`src/hdl/ffpec_pkg.sv`:
```
// Behaviour
// - Erase set-up: write 30H to command latch; no array change.
// - Second consecutive 30H write starts chip erase on write strobe rise.
// - Program set-up: write 10H or 50H, command only.
// - After timeout bit seen, host rereads the completion poll bit.
// - After timeout bit seen, host rereads the toggle status bit; the controller rechecks the poll and timeout bits, never the toggle bit.
// - After erase done host compares output against FFH.
// - Host may write read command 00H to mask an erased device.
// - Write needs output gate high, chip select and write strobe low.
// - Command latch defaults to read code 00H without high voltage.
// - After program set-up, reset code FFH written twice aborts.
package ffpec_pkg;
	localparam logic [7:0] CMD_READ = 8'h00;
	localparam logic [7:0] CMD_RESET = 8'hFF;
	localparam logic [7:0] CMD_ERASE = 8'h30;
	localparam logic [7:0] CMD_PROG_A = 8'h10;
	localparam logic [7:0] CMD_PROG_B = 8'h50;
	localparam logic [7:0] ERASED_BYTE = 8'hFF;
	localparam int POLL_BIT = 7;
	localparam int TOGGLE_BIT = 6;
	localparam int FAIL_BIT = 5;
	// Register byte offsets
	localparam logic [7:0] REG_CTRL = 8'h00;
	localparam logic [7:0] REG_ADDR = 8'h04;
	localparam logic [7:0] REG_DATA = 8'h08;
	localparam logic [7:0] REG_STAT = 8'h0C;
	localparam logic [7:0] REG_RDAT = 8'h10;
	// Control register opcodes, written to bits [2:0]; writing one of these while idle starts the job, while opcode 6 or 7 sets the verify error bit instead
	localparam logic [2:0] OP_READ = 3'h1;
	localparam logic [2:0] OP_PROG = 3'h2;
	localparam logic [2:0] OP_ERASE = 3'h3;
	localparam logic [2:0] OP_RESET = 3'h4;
	localparam logic [2:0] OP_MASK = 3'h5;
	// Status bit positions
	localparam int ST_BUSY = 0;
	localparam int ST_DONE = 1;
	localparam int ST_FAIL = 2;
	localparam int ST_VERR = 3;
	localparam int ST_VPP = 4;
	// Bus phase timing, in ns and derived cycles at 40 MHz
	localparam int CLK_NS = 25;
	localparam int SETUP_NS = 50;
	localparam int PULSE_NS = 100;
	localparam int HOLD_NS = 50;
	localparam int SETUP_CYC = (SETUP_NS + CLK_NS - 1) / CLK_NS;
	localparam int PULSE_CYC = (PULSE_NS + CLK_NS - 1) / CLK_NS;
	localparam int HOLD_CYC = (HOLD_NS + CLK_NS - 1) / CLK_NS;
	localparam logic [3:0] SETUP_CNT = 4'(SETUP_CYC);
	localparam logic [3:0] PULSE_CNT = 4'(PULSE_CYC);
	localparam logic [3:0] HOLD_CNT = 4'(HOLD_CYC);
	localparam logic [31:0] POLL_LIMIT_DEF = 32'h0100_0000;

	typedef enum logic [3:0] {
		FFPEC_IDLE = 4'b0000,
		FFPEC_W_SETUP = 4'b0001,
		FFPEC_W_PULSE = 4'b0010,
		FFPEC_W_HOLD = 4'b0011,
		FFPEC_R_SETUP = 4'b0100,
		FFPEC_R_PULSE = 4'b0101,
		FFPEC_R_HOLD = 4'b0110,
		FFPEC_NEXT = 4'b0111
	} ffpec_bus_e;

	typedef enum logic [2:0] {
		FFPEC_J_NONE = 3'b000,
		FFPEC_J_CMD2 = 3'b001,
		FFPEC_J_POLL = 3'b010,
		FFPEC_J_RECHK = 3'b011,
		FFPEC_J_VERIFY = 3'b100,
		FFPEC_J_FIN = 3'b101
	} ffpec_job_e;
endpackage

```
`src/hdl/ffpec_ctrl.sv`:
```
`timescale 1ns/10ps
module ffpec_ctrl import ffpec_pkg::*; #(
	parameter int ADDR_W = 15,
	parameter logic [31:0] POLL_LIMIT = POLL_LIMIT_DEF
) (
	// Clock and reset
	input wire logic pclk,
	input wire logic presetn,
	// APB slave
	input wire logic psel,
	input wire logic penable,
	input wire logic pwrite,
	input wire logic [7:0] paddr,
	input wire logic [31:0] pwdata,
	output logic [31:0] prdata,
	output logic pready,
	output logic pslverr,
	// Flash pins
	output logic [ADDR_W-1:0] fl_addr,
	input wire logic [7:0] fl_dq_in,
	output logic [7:0] fl_dq_out,
	output logic fl_dq_oe_n,
	output logic fl_ce_n,
	output logic fl_we_n,
	output logic fl_oe_n,
	output logic fl_vpp_en
);
	typedef struct packed {
		ffpec_bus_e bus;
		ffpec_job_e job;
		logic [2:0] op;
		logic [3:0] cnt;
		logic [31:0] polls;
		logic [7:0] wbyte;
		logic second;
		logic [ADDR_W-1:0] addr_reg;
		logic [7:0] data_reg;
		logic [7:0] last;
		logic [7:0] rd;
		logic busy, done, fail, verr, vpp;
		logic [31:0] prdata;
		logic pready, pslverr;
		logic [ADDR_W-1:0] fa;
		logic [7:0] fd;
		logic dq_oe_n, ce_n, we_n, oe_n;
	} ffpec_st_s;

	ffpec_st_s st_ff;
	ffpec_st_s nxt_st;
	logic acc;
	logic [7:0] sample;

	assign acc = psel & penable & ~st_ff.pready;
	assign sample = fl_dq_in;

	always_comb begin
		nxt_st = st_ff;
		nxt_st.pready = 1'b0;
		nxt_st.pslverr = 1'b0;
		// APB register access; answer one cycle after the access phase starts
		if (acc) begin
			nxt_st.pready = 1'b1;
			nxt_st.prdata = 32'h0000_0000;
			if (pwrite) begin
				case (paddr)
					REG_CTRL: begin
						if (st_ff.busy) begin
							nxt_st.pslverr = 1'b1;
						end else begin
							nxt_st.op = pwdata[2:0];
							nxt_st.vpp = pwdata[8];
							nxt_st.done = 1'b0;
							nxt_st.verr = 1'b0;
							if (pwdata[2:0] != 3'h0) begin
								nxt_st.busy = 1'b1;
								nxt_st.fail = 1'b0;
								nxt_st.second = 1'b0;
								nxt_st.polls = 32'h0000_0000;
							end
						end
					end
					REG_ADDR: nxt_st.addr_reg = pwdata[ADDR_W-1:0];
					REG_DATA: nxt_st.data_reg = pwdata[7:0];
					default: nxt_st.pslverr = 1'b1;
				endcase
			end else begin
				case (paddr)
					REG_CTRL: nxt_st.prdata = {23'h0, st_ff.vpp, 5'h0, st_ff.op};
					REG_ADDR: nxt_st.prdata = 32'(st_ff.addr_reg);
					REG_DATA: nxt_st.prdata = {24'h0, st_ff.data_reg};
					REG_STAT: nxt_st.prdata = {27'h0, st_ff.vpp, st_ff.verr, st_ff.fail, st_ff.done, st_ff.busy};
					REG_RDAT: nxt_st.prdata = {24'h0, st_ff.rd};
					default: nxt_st.pslverr = 1'b1;
				endcase
			end
		end
		if (st_ff.cnt != 4'h0) begin
			nxt_st.cnt = st_ff.cnt - 4'h1;
		end
		case (st_ff.bus)
			FFPEC_IDLE: begin
				if (st_ff.busy && st_ff.cnt == 4'h0) begin
					nxt_st.job = FFPEC_J_NONE;
					nxt_st.fa = st_ff.addr_reg;
					nxt_st.cnt = SETUP_CNT;
					case (st_ff.op)
						OP_READ: begin
							nxt_st.bus = FFPEC_R_SETUP;
							nxt_st.job = FFPEC_J_FIN;
						end
						OP_PROG: begin
							nxt_st.wbyte = CMD_PROG_A;
							nxt_st.job = FFPEC_J_CMD2;
							nxt_st.bus = FFPEC_W_SETUP;
						end
						OP_ERASE: begin
							nxt_st.wbyte = CMD_ERASE;
							nxt_st.job = FFPEC_J_CMD2;
							nxt_st.bus = FFPEC_W_SETUP;
						end
						OP_RESET: begin
							nxt_st.wbyte = CMD_RESET;
							nxt_st.job = FFPEC_J_CMD2;
							nxt_st.bus = FFPEC_W_SETUP;
						end
						OP_MASK: begin
							nxt_st.wbyte = CMD_READ;
							nxt_st.job = FFPEC_J_NONE;
							nxt_st.bus = FFPEC_W_SETUP;
						end
						default: begin
							nxt_st.busy = 1'b0;
							nxt_st.verr = 1'b1;
						end
					endcase
				end
			end
			// Write cycle: output gate high before chip select and strobe fall
			FFPEC_W_SETUP: begin
				nxt_st.oe_n = 1'b1;
				nxt_st.fd = st_ff.wbyte;
				nxt_st.dq_oe_n = 1'b0;
				if (st_ff.cnt == 4'h0) begin
					nxt_st.ce_n = 1'b0;
					nxt_st.we_n = 1'b0;
					nxt_st.cnt = PULSE_CNT;
					nxt_st.bus = FFPEC_W_PULSE;
				end
			end
			FFPEC_W_PULSE: begin
				if (st_ff.cnt == 4'h0) begin
					// Both rise together so the strobe edge starts the operation
					nxt_st.we_n = 1'b1;
					nxt_st.ce_n = 1'b1;
					nxt_st.cnt = HOLD_CNT;
					nxt_st.bus = FFPEC_W_HOLD;
				end
			end
			FFPEC_W_HOLD: begin
				if (st_ff.cnt == 4'h0) begin
					nxt_st.dq_oe_n = 1'b1;
					nxt_st.bus = FFPEC_NEXT;
				end
			end
			FFPEC_R_SETUP: begin
				nxt_st.dq_oe_n = 1'b1;
				if (st_ff.cnt == 4'h0) begin
					nxt_st.ce_n = 1'b0;
					nxt_st.oe_n = 1'b0;
					nxt_st.cnt = PULSE_CNT;
					nxt_st.bus = FFPEC_R_PULSE;
				end
			end
			FFPEC_R_PULSE: begin
				if (st_ff.cnt == 4'h0) begin
					nxt_st.rd = sample;
					nxt_st.last = sample;
					nxt_st.ce_n = 1'b1;
					nxt_st.oe_n = 1'b1;
					nxt_st.cnt = HOLD_CNT;
					nxt_st.bus = FFPEC_R_HOLD;
				end
			end
			FFPEC_R_HOLD: begin
				if (st_ff.cnt == 4'h0) begin
					nxt_st.bus = FFPEC_NEXT;
				end
			end
			FFPEC_NEXT: begin
				nxt_st.bus = FFPEC_IDLE;
				nxt_st.cnt = SETUP_CNT;
				case (st_ff.job)
					FFPEC_J_CMD2: begin
						// Second write of the two-write sequence
						nxt_st.job = FFPEC_J_POLL;
						nxt_st.bus = FFPEC_W_SETUP;
						if (st_ff.op == OP_PROG) begin
							nxt_st.wbyte = st_ff.data_reg;
						end else if (st_ff.op == OP_RESET) begin
							nxt_st.wbyte = CMD_RESET;
							nxt_st.job = FFPEC_J_NONE;
						end else begin
							nxt_st.wbyte = CMD_ERASE;
						end
					end
					FFPEC_J_POLL: begin
						// Polling only after the second strobe has risen
						nxt_st.bus = FFPEC_R_SETUP;
						nxt_st.job = FFPEC_J_RECHK;
						nxt_st.polls = st_ff.polls + 32'h1;
					end
					FFPEC_J_RECHK: begin
						if ((st_ff.op == OP_ERASE && st_ff.last[POLL_BIT]) ||
							(st_ff.op == OP_PROG && st_ff.last[POLL_BIT] == st_ff.data_reg[POLL_BIT])) begin
							// Completion: next read returns valid data
							nxt_st.bus = FFPEC_R_SETUP;
							nxt_st.job = FFPEC_J_VERIFY;
						end else if (st_ff.last[FAIL_BIT]) begin
							// Poll bit may change with or after the fail bit
							if (st_ff.fail) begin
								nxt_st.busy = 1'b0;
								nxt_st.done = 1'b1;
								nxt_st.bus = FFPEC_IDLE;
								nxt_st.job = FFPEC_J_NONE;
							end else begin
								nxt_st.fail = 1'b1;
								nxt_st.bus = FFPEC_R_SETUP;
							end
						end else if (st_ff.polls >= POLL_LIMIT) begin
							nxt_st.fail = 1'b1;
							nxt_st.busy = 1'b0;
							nxt_st.done = 1'b1;
							nxt_st.bus = FFPEC_IDLE;
							nxt_st.job = FFPEC_J_NONE;
						end else begin
							nxt_st.bus = FFPEC_R_SETUP;
							nxt_st.polls = st_ff.polls + 32'h1;
						end
					end
					FFPEC_J_VERIFY: begin
						nxt_st.busy = 1'b0;
						nxt_st.done = 1'b1;
						nxt_st.job = FFPEC_J_NONE;
						if (st_ff.op == OP_ERASE) begin
							nxt_st.verr = (st_ff.last != ERASED_BYTE);
						end else begin
							nxt_st.verr = (st_ff.last != st_ff.data_reg);
						end
					end
					default: begin
						nxt_st.busy = 1'b0;
						nxt_st.done = 1'b1;
						nxt_st.job = FFPEC_J_NONE;
					end
				endcase
			end
			default: nxt_st.bus = FFPEC_IDLE;
		endcase
	end

	always_ff @(posedge pclk or negedge presetn) begin
		if (!presetn) begin
			st_ff <= '0;
			st_ff.bus <= FFPEC_IDLE;
			st_ff.job <= FFPEC_J_NONE;
			st_ff.dq_oe_n <= 1'b1;
			st_ff.ce_n <= 1'b1;
			st_ff.we_n <= 1'b1;
			st_ff.oe_n <= 1'b1;
		end else begin
			st_ff <= nxt_st;
		end
	end

	assign prdata = st_ff.prdata;
	assign pready = st_ff.pready;
	assign pslverr = st_ff.pslverr;
	assign fl_addr = st_ff.fa;
	assign fl_dq_out = st_ff.fd;
	assign fl_dq_oe_n = st_ff.dq_oe_n;
	assign fl_ce_n = st_ff.ce_n;
	assign fl_we_n = st_ff.we_n;
	assign fl_oe_n = st_ff.oe_n;
	assign fl_vpp_en = st_ff.vpp;
endmodule

```
`config.mk`:
```
export PLATFORM = sky130hd
export DESIGN_NAME = ffpec_ctrl
export DESIGN_NICKNAME = d
export VERILOG_FILES = /design/src/hdl/ffpec_pkg.sv /design/src/hdl/ffpec_ctrl.sv
export SDC_FILE = /design/constraint.sdc
export NUM_CORES = 1
export LEC_CHECK = 0
export BUFFER_PORTS_ARGS = -buffer_cell sky130_fd_sc_hd__buf_4
export CORE_MARGIN = 2
export CORE_UTILIZATION = 30
export CTS_BUF_LIST = sky130_fd_sc_hd__clkbuf_16
export CTS_CLUSTER_DIAMETER = 50
export DETAILED_ROUTE_END_ITERATION = 10
export REMOVE_ABC_BUFFERS = 1
export SLEW_MARGIN = 20
export SYNTH_ARGS = -nofsm -noshare
export SYNTH_HDL_FRONTEND = slang
export SYNTH_SLANG_ARGS = --single-unit
```
`constraint.sdc`:
```
create_clock -name pclk -period 4.2 [get_ports pclk]
set_input_delay 0 -clock pclk [delete_from_list [all_inputs] [get_ports pclk]]
set_output_delay 0 -clock pclk [all_outputs]
set_load 0.02 [all_outputs]
```
==> results.ini <==
[outcome]
outcome=finished clean

[sta]
min_period_ps=2876
setup_viol=0
setup_slack_ps=1324
fin_worst_skew_ps=11.10
worst_pin_slew_ps=1061
finalHoldViolations=0
rsz0062_at_grt=false
slew_headroom_pct=28.69
finalMaxSlewViolations=0
fin_tns_setup_ps=0
post-route-period-util_pct=68.48
max_freq_mhz=347.7

[pwr]
clkPwrFrac_pct=47.6
p_leak_uw=0.003977
power_frac_comb_pct=11.4
power_frac_seq_pct=41.0
ir_drop_uv=281.2
p_switching_uw=842.2
power_density_nw_per_um2=392.7
p_int_uw=2554
switching_share_pct=24.80

[clocking]
numCtsBuffers=17
cts.sinks=133
post_cts_resized=0
clock_latency_ps=420
cts_tree=yes
clk_pin_slew_ps=60
cts_buffer_depth=2
cts_root_buf=clkbuf_16
htree_num_levels=4
post_cts_buffers=0

[floorplan]
initial_core_util_pct=30.52
die_area_um2=25130
die_h_um=158.5
coreArea_um2=23470
io_pins=115
num_rows=56
die_x_um=158.5

[route]
antenna_left=0
dr_total_vias=5706
drtIter0Drc=381
dr.pass1.iters=5
avgRoutedWirePerCell_um=15.33
wirelength_um=17770
viasPerCell=4.923
drc=0

[cells_and_area]
synthToLayoutAreaGrowth_pct=20.75
drive_gt1_share_pct=21.67
num_antenna_cells=0
fin_nets=884
fin_area_um2=8650
stdcell_count=1159

[critical_path]
path_max_fanout=28
cp-end-kind=flop
path_class=reg -> reg
crit_arrival_ps=3180
crit_required_ps=4500
start_kind=flop

[yosys]
netlist_area_um2=7163
yosys_warnings=0
avgSynthCellArea_um2=9.376
synth_seq_area_share_pct=46.53
synth_edf_count=0
ys_types=72
ys_ff_latch=133
synth-main-ff-cell=dfrtp_1
synth_async_sr_flop_share_pct=100.0
syn_inst=764

[place]
dp_slack_ps=1339
hpwl_um=12150
gp_congestion=0.8087
dpl_cell_area_um2=7730
dp_cells=1100
io_buffers=80

[global_routing]
grt_pass1_wl_um=29580
track_usage_pct=14.87
grt_overflow=0
grt_pass1_vias=5731
antenna_found_initial=0
grt_max_degree=93

[flow_run]
max_cap_viol_count=0

[min_path]
hold_path.class=in -> reg

critical path, cell delays in order (launching register included):
cell and delay [ps]:
dfrtp_1 760, nand3_1 390, or2_2 550, o21a_1 580, a21o_1 300, a21o_1 170
cell families (layout without fill, tap and decap cells):
group	after synthesis	after routing	synth area share, %
simple gates	285	285	19.81
compound gates	175	175	15.18
flops	133	133	46.53
buf+inv	110	170	9.205
mux	52	52	8.035
fa+ha+maj	4	4	0.6987
xor+xnor	4	4	0.4892
other cells	1	17	0.05235
stage by stage:
stage / power [uW] / hold slack (ps) / util, %
after floorplan: 1637 / -295.6 / -
after global placement: 1777 / 160.0 / 32.93
after detailed placement: 1781 / 157.8 / 32.93
after CTS: 3430 / 100.9 / 36.80
after global routing: 3548 / 126.8 / 36.85
final: 3396 / 125.4 / 36.85
worst paths after layout:
| path | start | to | slack (ps) | cells past startpoint |
|---|---|---|---|---|
| setup reg to reg | st_ff[158] | st_ff[134] | 1320 | 5 |
| setup / recovery | st_ff[158] | st_ff[134] | 1320 | 5 |
| hold / removal | paddr[4] | pslverr | 130 | 4 |
| hold reg to reg | prdata[12] | prdata[12] | 470 | 2 |
| min in group asynchronous | presetn | st_ff[122] | 260 | 2 |
| max in group asynchronous | presetn | fl_oe_n | 2790 | 3 |
cells in the mapped netlist, types with 3 or more instances:
cell,n,area (um2)
a22oi_1,4,30.03
a221oi_1,6,52.55
nor2b_1,4,25.02
dfstp_2,4,105.1
a31oi_1,7,43.79
and3_1,5,31.28
and2_1,4,25.02
or3_1,10,62.56
o31ai_1,7,52.55
or4_1,4,30.03
clkbuf_1,20,75.07
nand3_1,33,165.2
o21ai_1,8,40.04
o211ai_1,3,22.52
ha_1,4,50.05
a21o_1,8,60.06
buf_6,4,45.04
nand2_1,106,397.9
o21ai_0,47,235.2
a21oi_1,48,240.2
buf_4,55,412.9
nor2_1,46,172.7
or2_2,3,18.77
o21a_1,3,22.52
mux2i_1,8,80.08
mux2_2,44,495.5
nor3_1,24,120.1
inv_1,19,71.32
and4_1,6,52.55
a211oi_1,4,30.03
a32o_1,3,30.03
nand2b_1,6,37.54
nor4bb_1,3,30.03
dfrtp_1,129,3228
o2bb2ai_1,3,26.28
nand4_1,7,43.79
o22ai_1,6,37.54
nor4_1,3,18.77
buf_2,7,35.03
nor3b_1,8,60.06
metal layers:
metal,vias up,track usage (%),share of wire (%)
li1,2792,-,-
met1,2762,20.01,47
met2,130,23.42,47
met3,22,3.838,4.5
met4,0,4.762,1.4
met5,-,0,0
power by group through the flow:
stage	Sequential [uW]	Combinational [uW]	Clock [uW]
after detailed placement	1410	368	0
after CTS	1390	389	1650
final	1390	386	1620
after global routing	1400	444	1700
after global placement	1410	363	0
after floorplan	1420	221	0
area by class of cell:
cell class | count | area, um2
clock buffer | 17 | 425.4
clock inverter | 15 | 212.7
fill | 2322 | 14820
inverter | 21 | 78.83
multi-input combinational | 537 | 3251
sequential | 133 | 3333
tap | 319 | 399.1
timing repair buffer | 117 | 949.7
flip-flops by register name (all words and copies together), names as in the netlist:
name        flops
prdata         15
pslverr         1
fl_vpp_en       1
st_ff          88
fl_oe_n         1
fl_dq_out       8
fl_we_n         1
fl_addr        15
fl_dq_oe_n      1
fl_ce_n         1
pready          1
layout by cell type, fill, tap and decap left out, types with 8 or more instances in the layout:
cell type | synthesis | routed
dfrtp_1 | 129 | 129
mux2_2 | 44 | 44
nor2_1 | 46 | 46
a21o_1 | 8 | 8
nand2_1 | 106 | 106
a21oi_1 | 48 | 48
conb_1 | 1 | 17
clkbuf_16 | 0 | 17
o21ai_1 | 8 | 8
buf_4 | 55 | 89
or3_1 | 10 | 10
dlygate4sd3_1 | 0 | 27
o21ai_0 | 47 | 47
nor3_1 | 24 | 24
mux2i_1 | 8 | 8
inv_1 | 19 | 21
nand3_1 | 33 | 33
timing repair:
item,CTS,global route
endpoints found under the hold margin,127,0
endpoints found under the setup margin,0,0
hold buffers,27,0
Power figures use the tool's default switching activity.
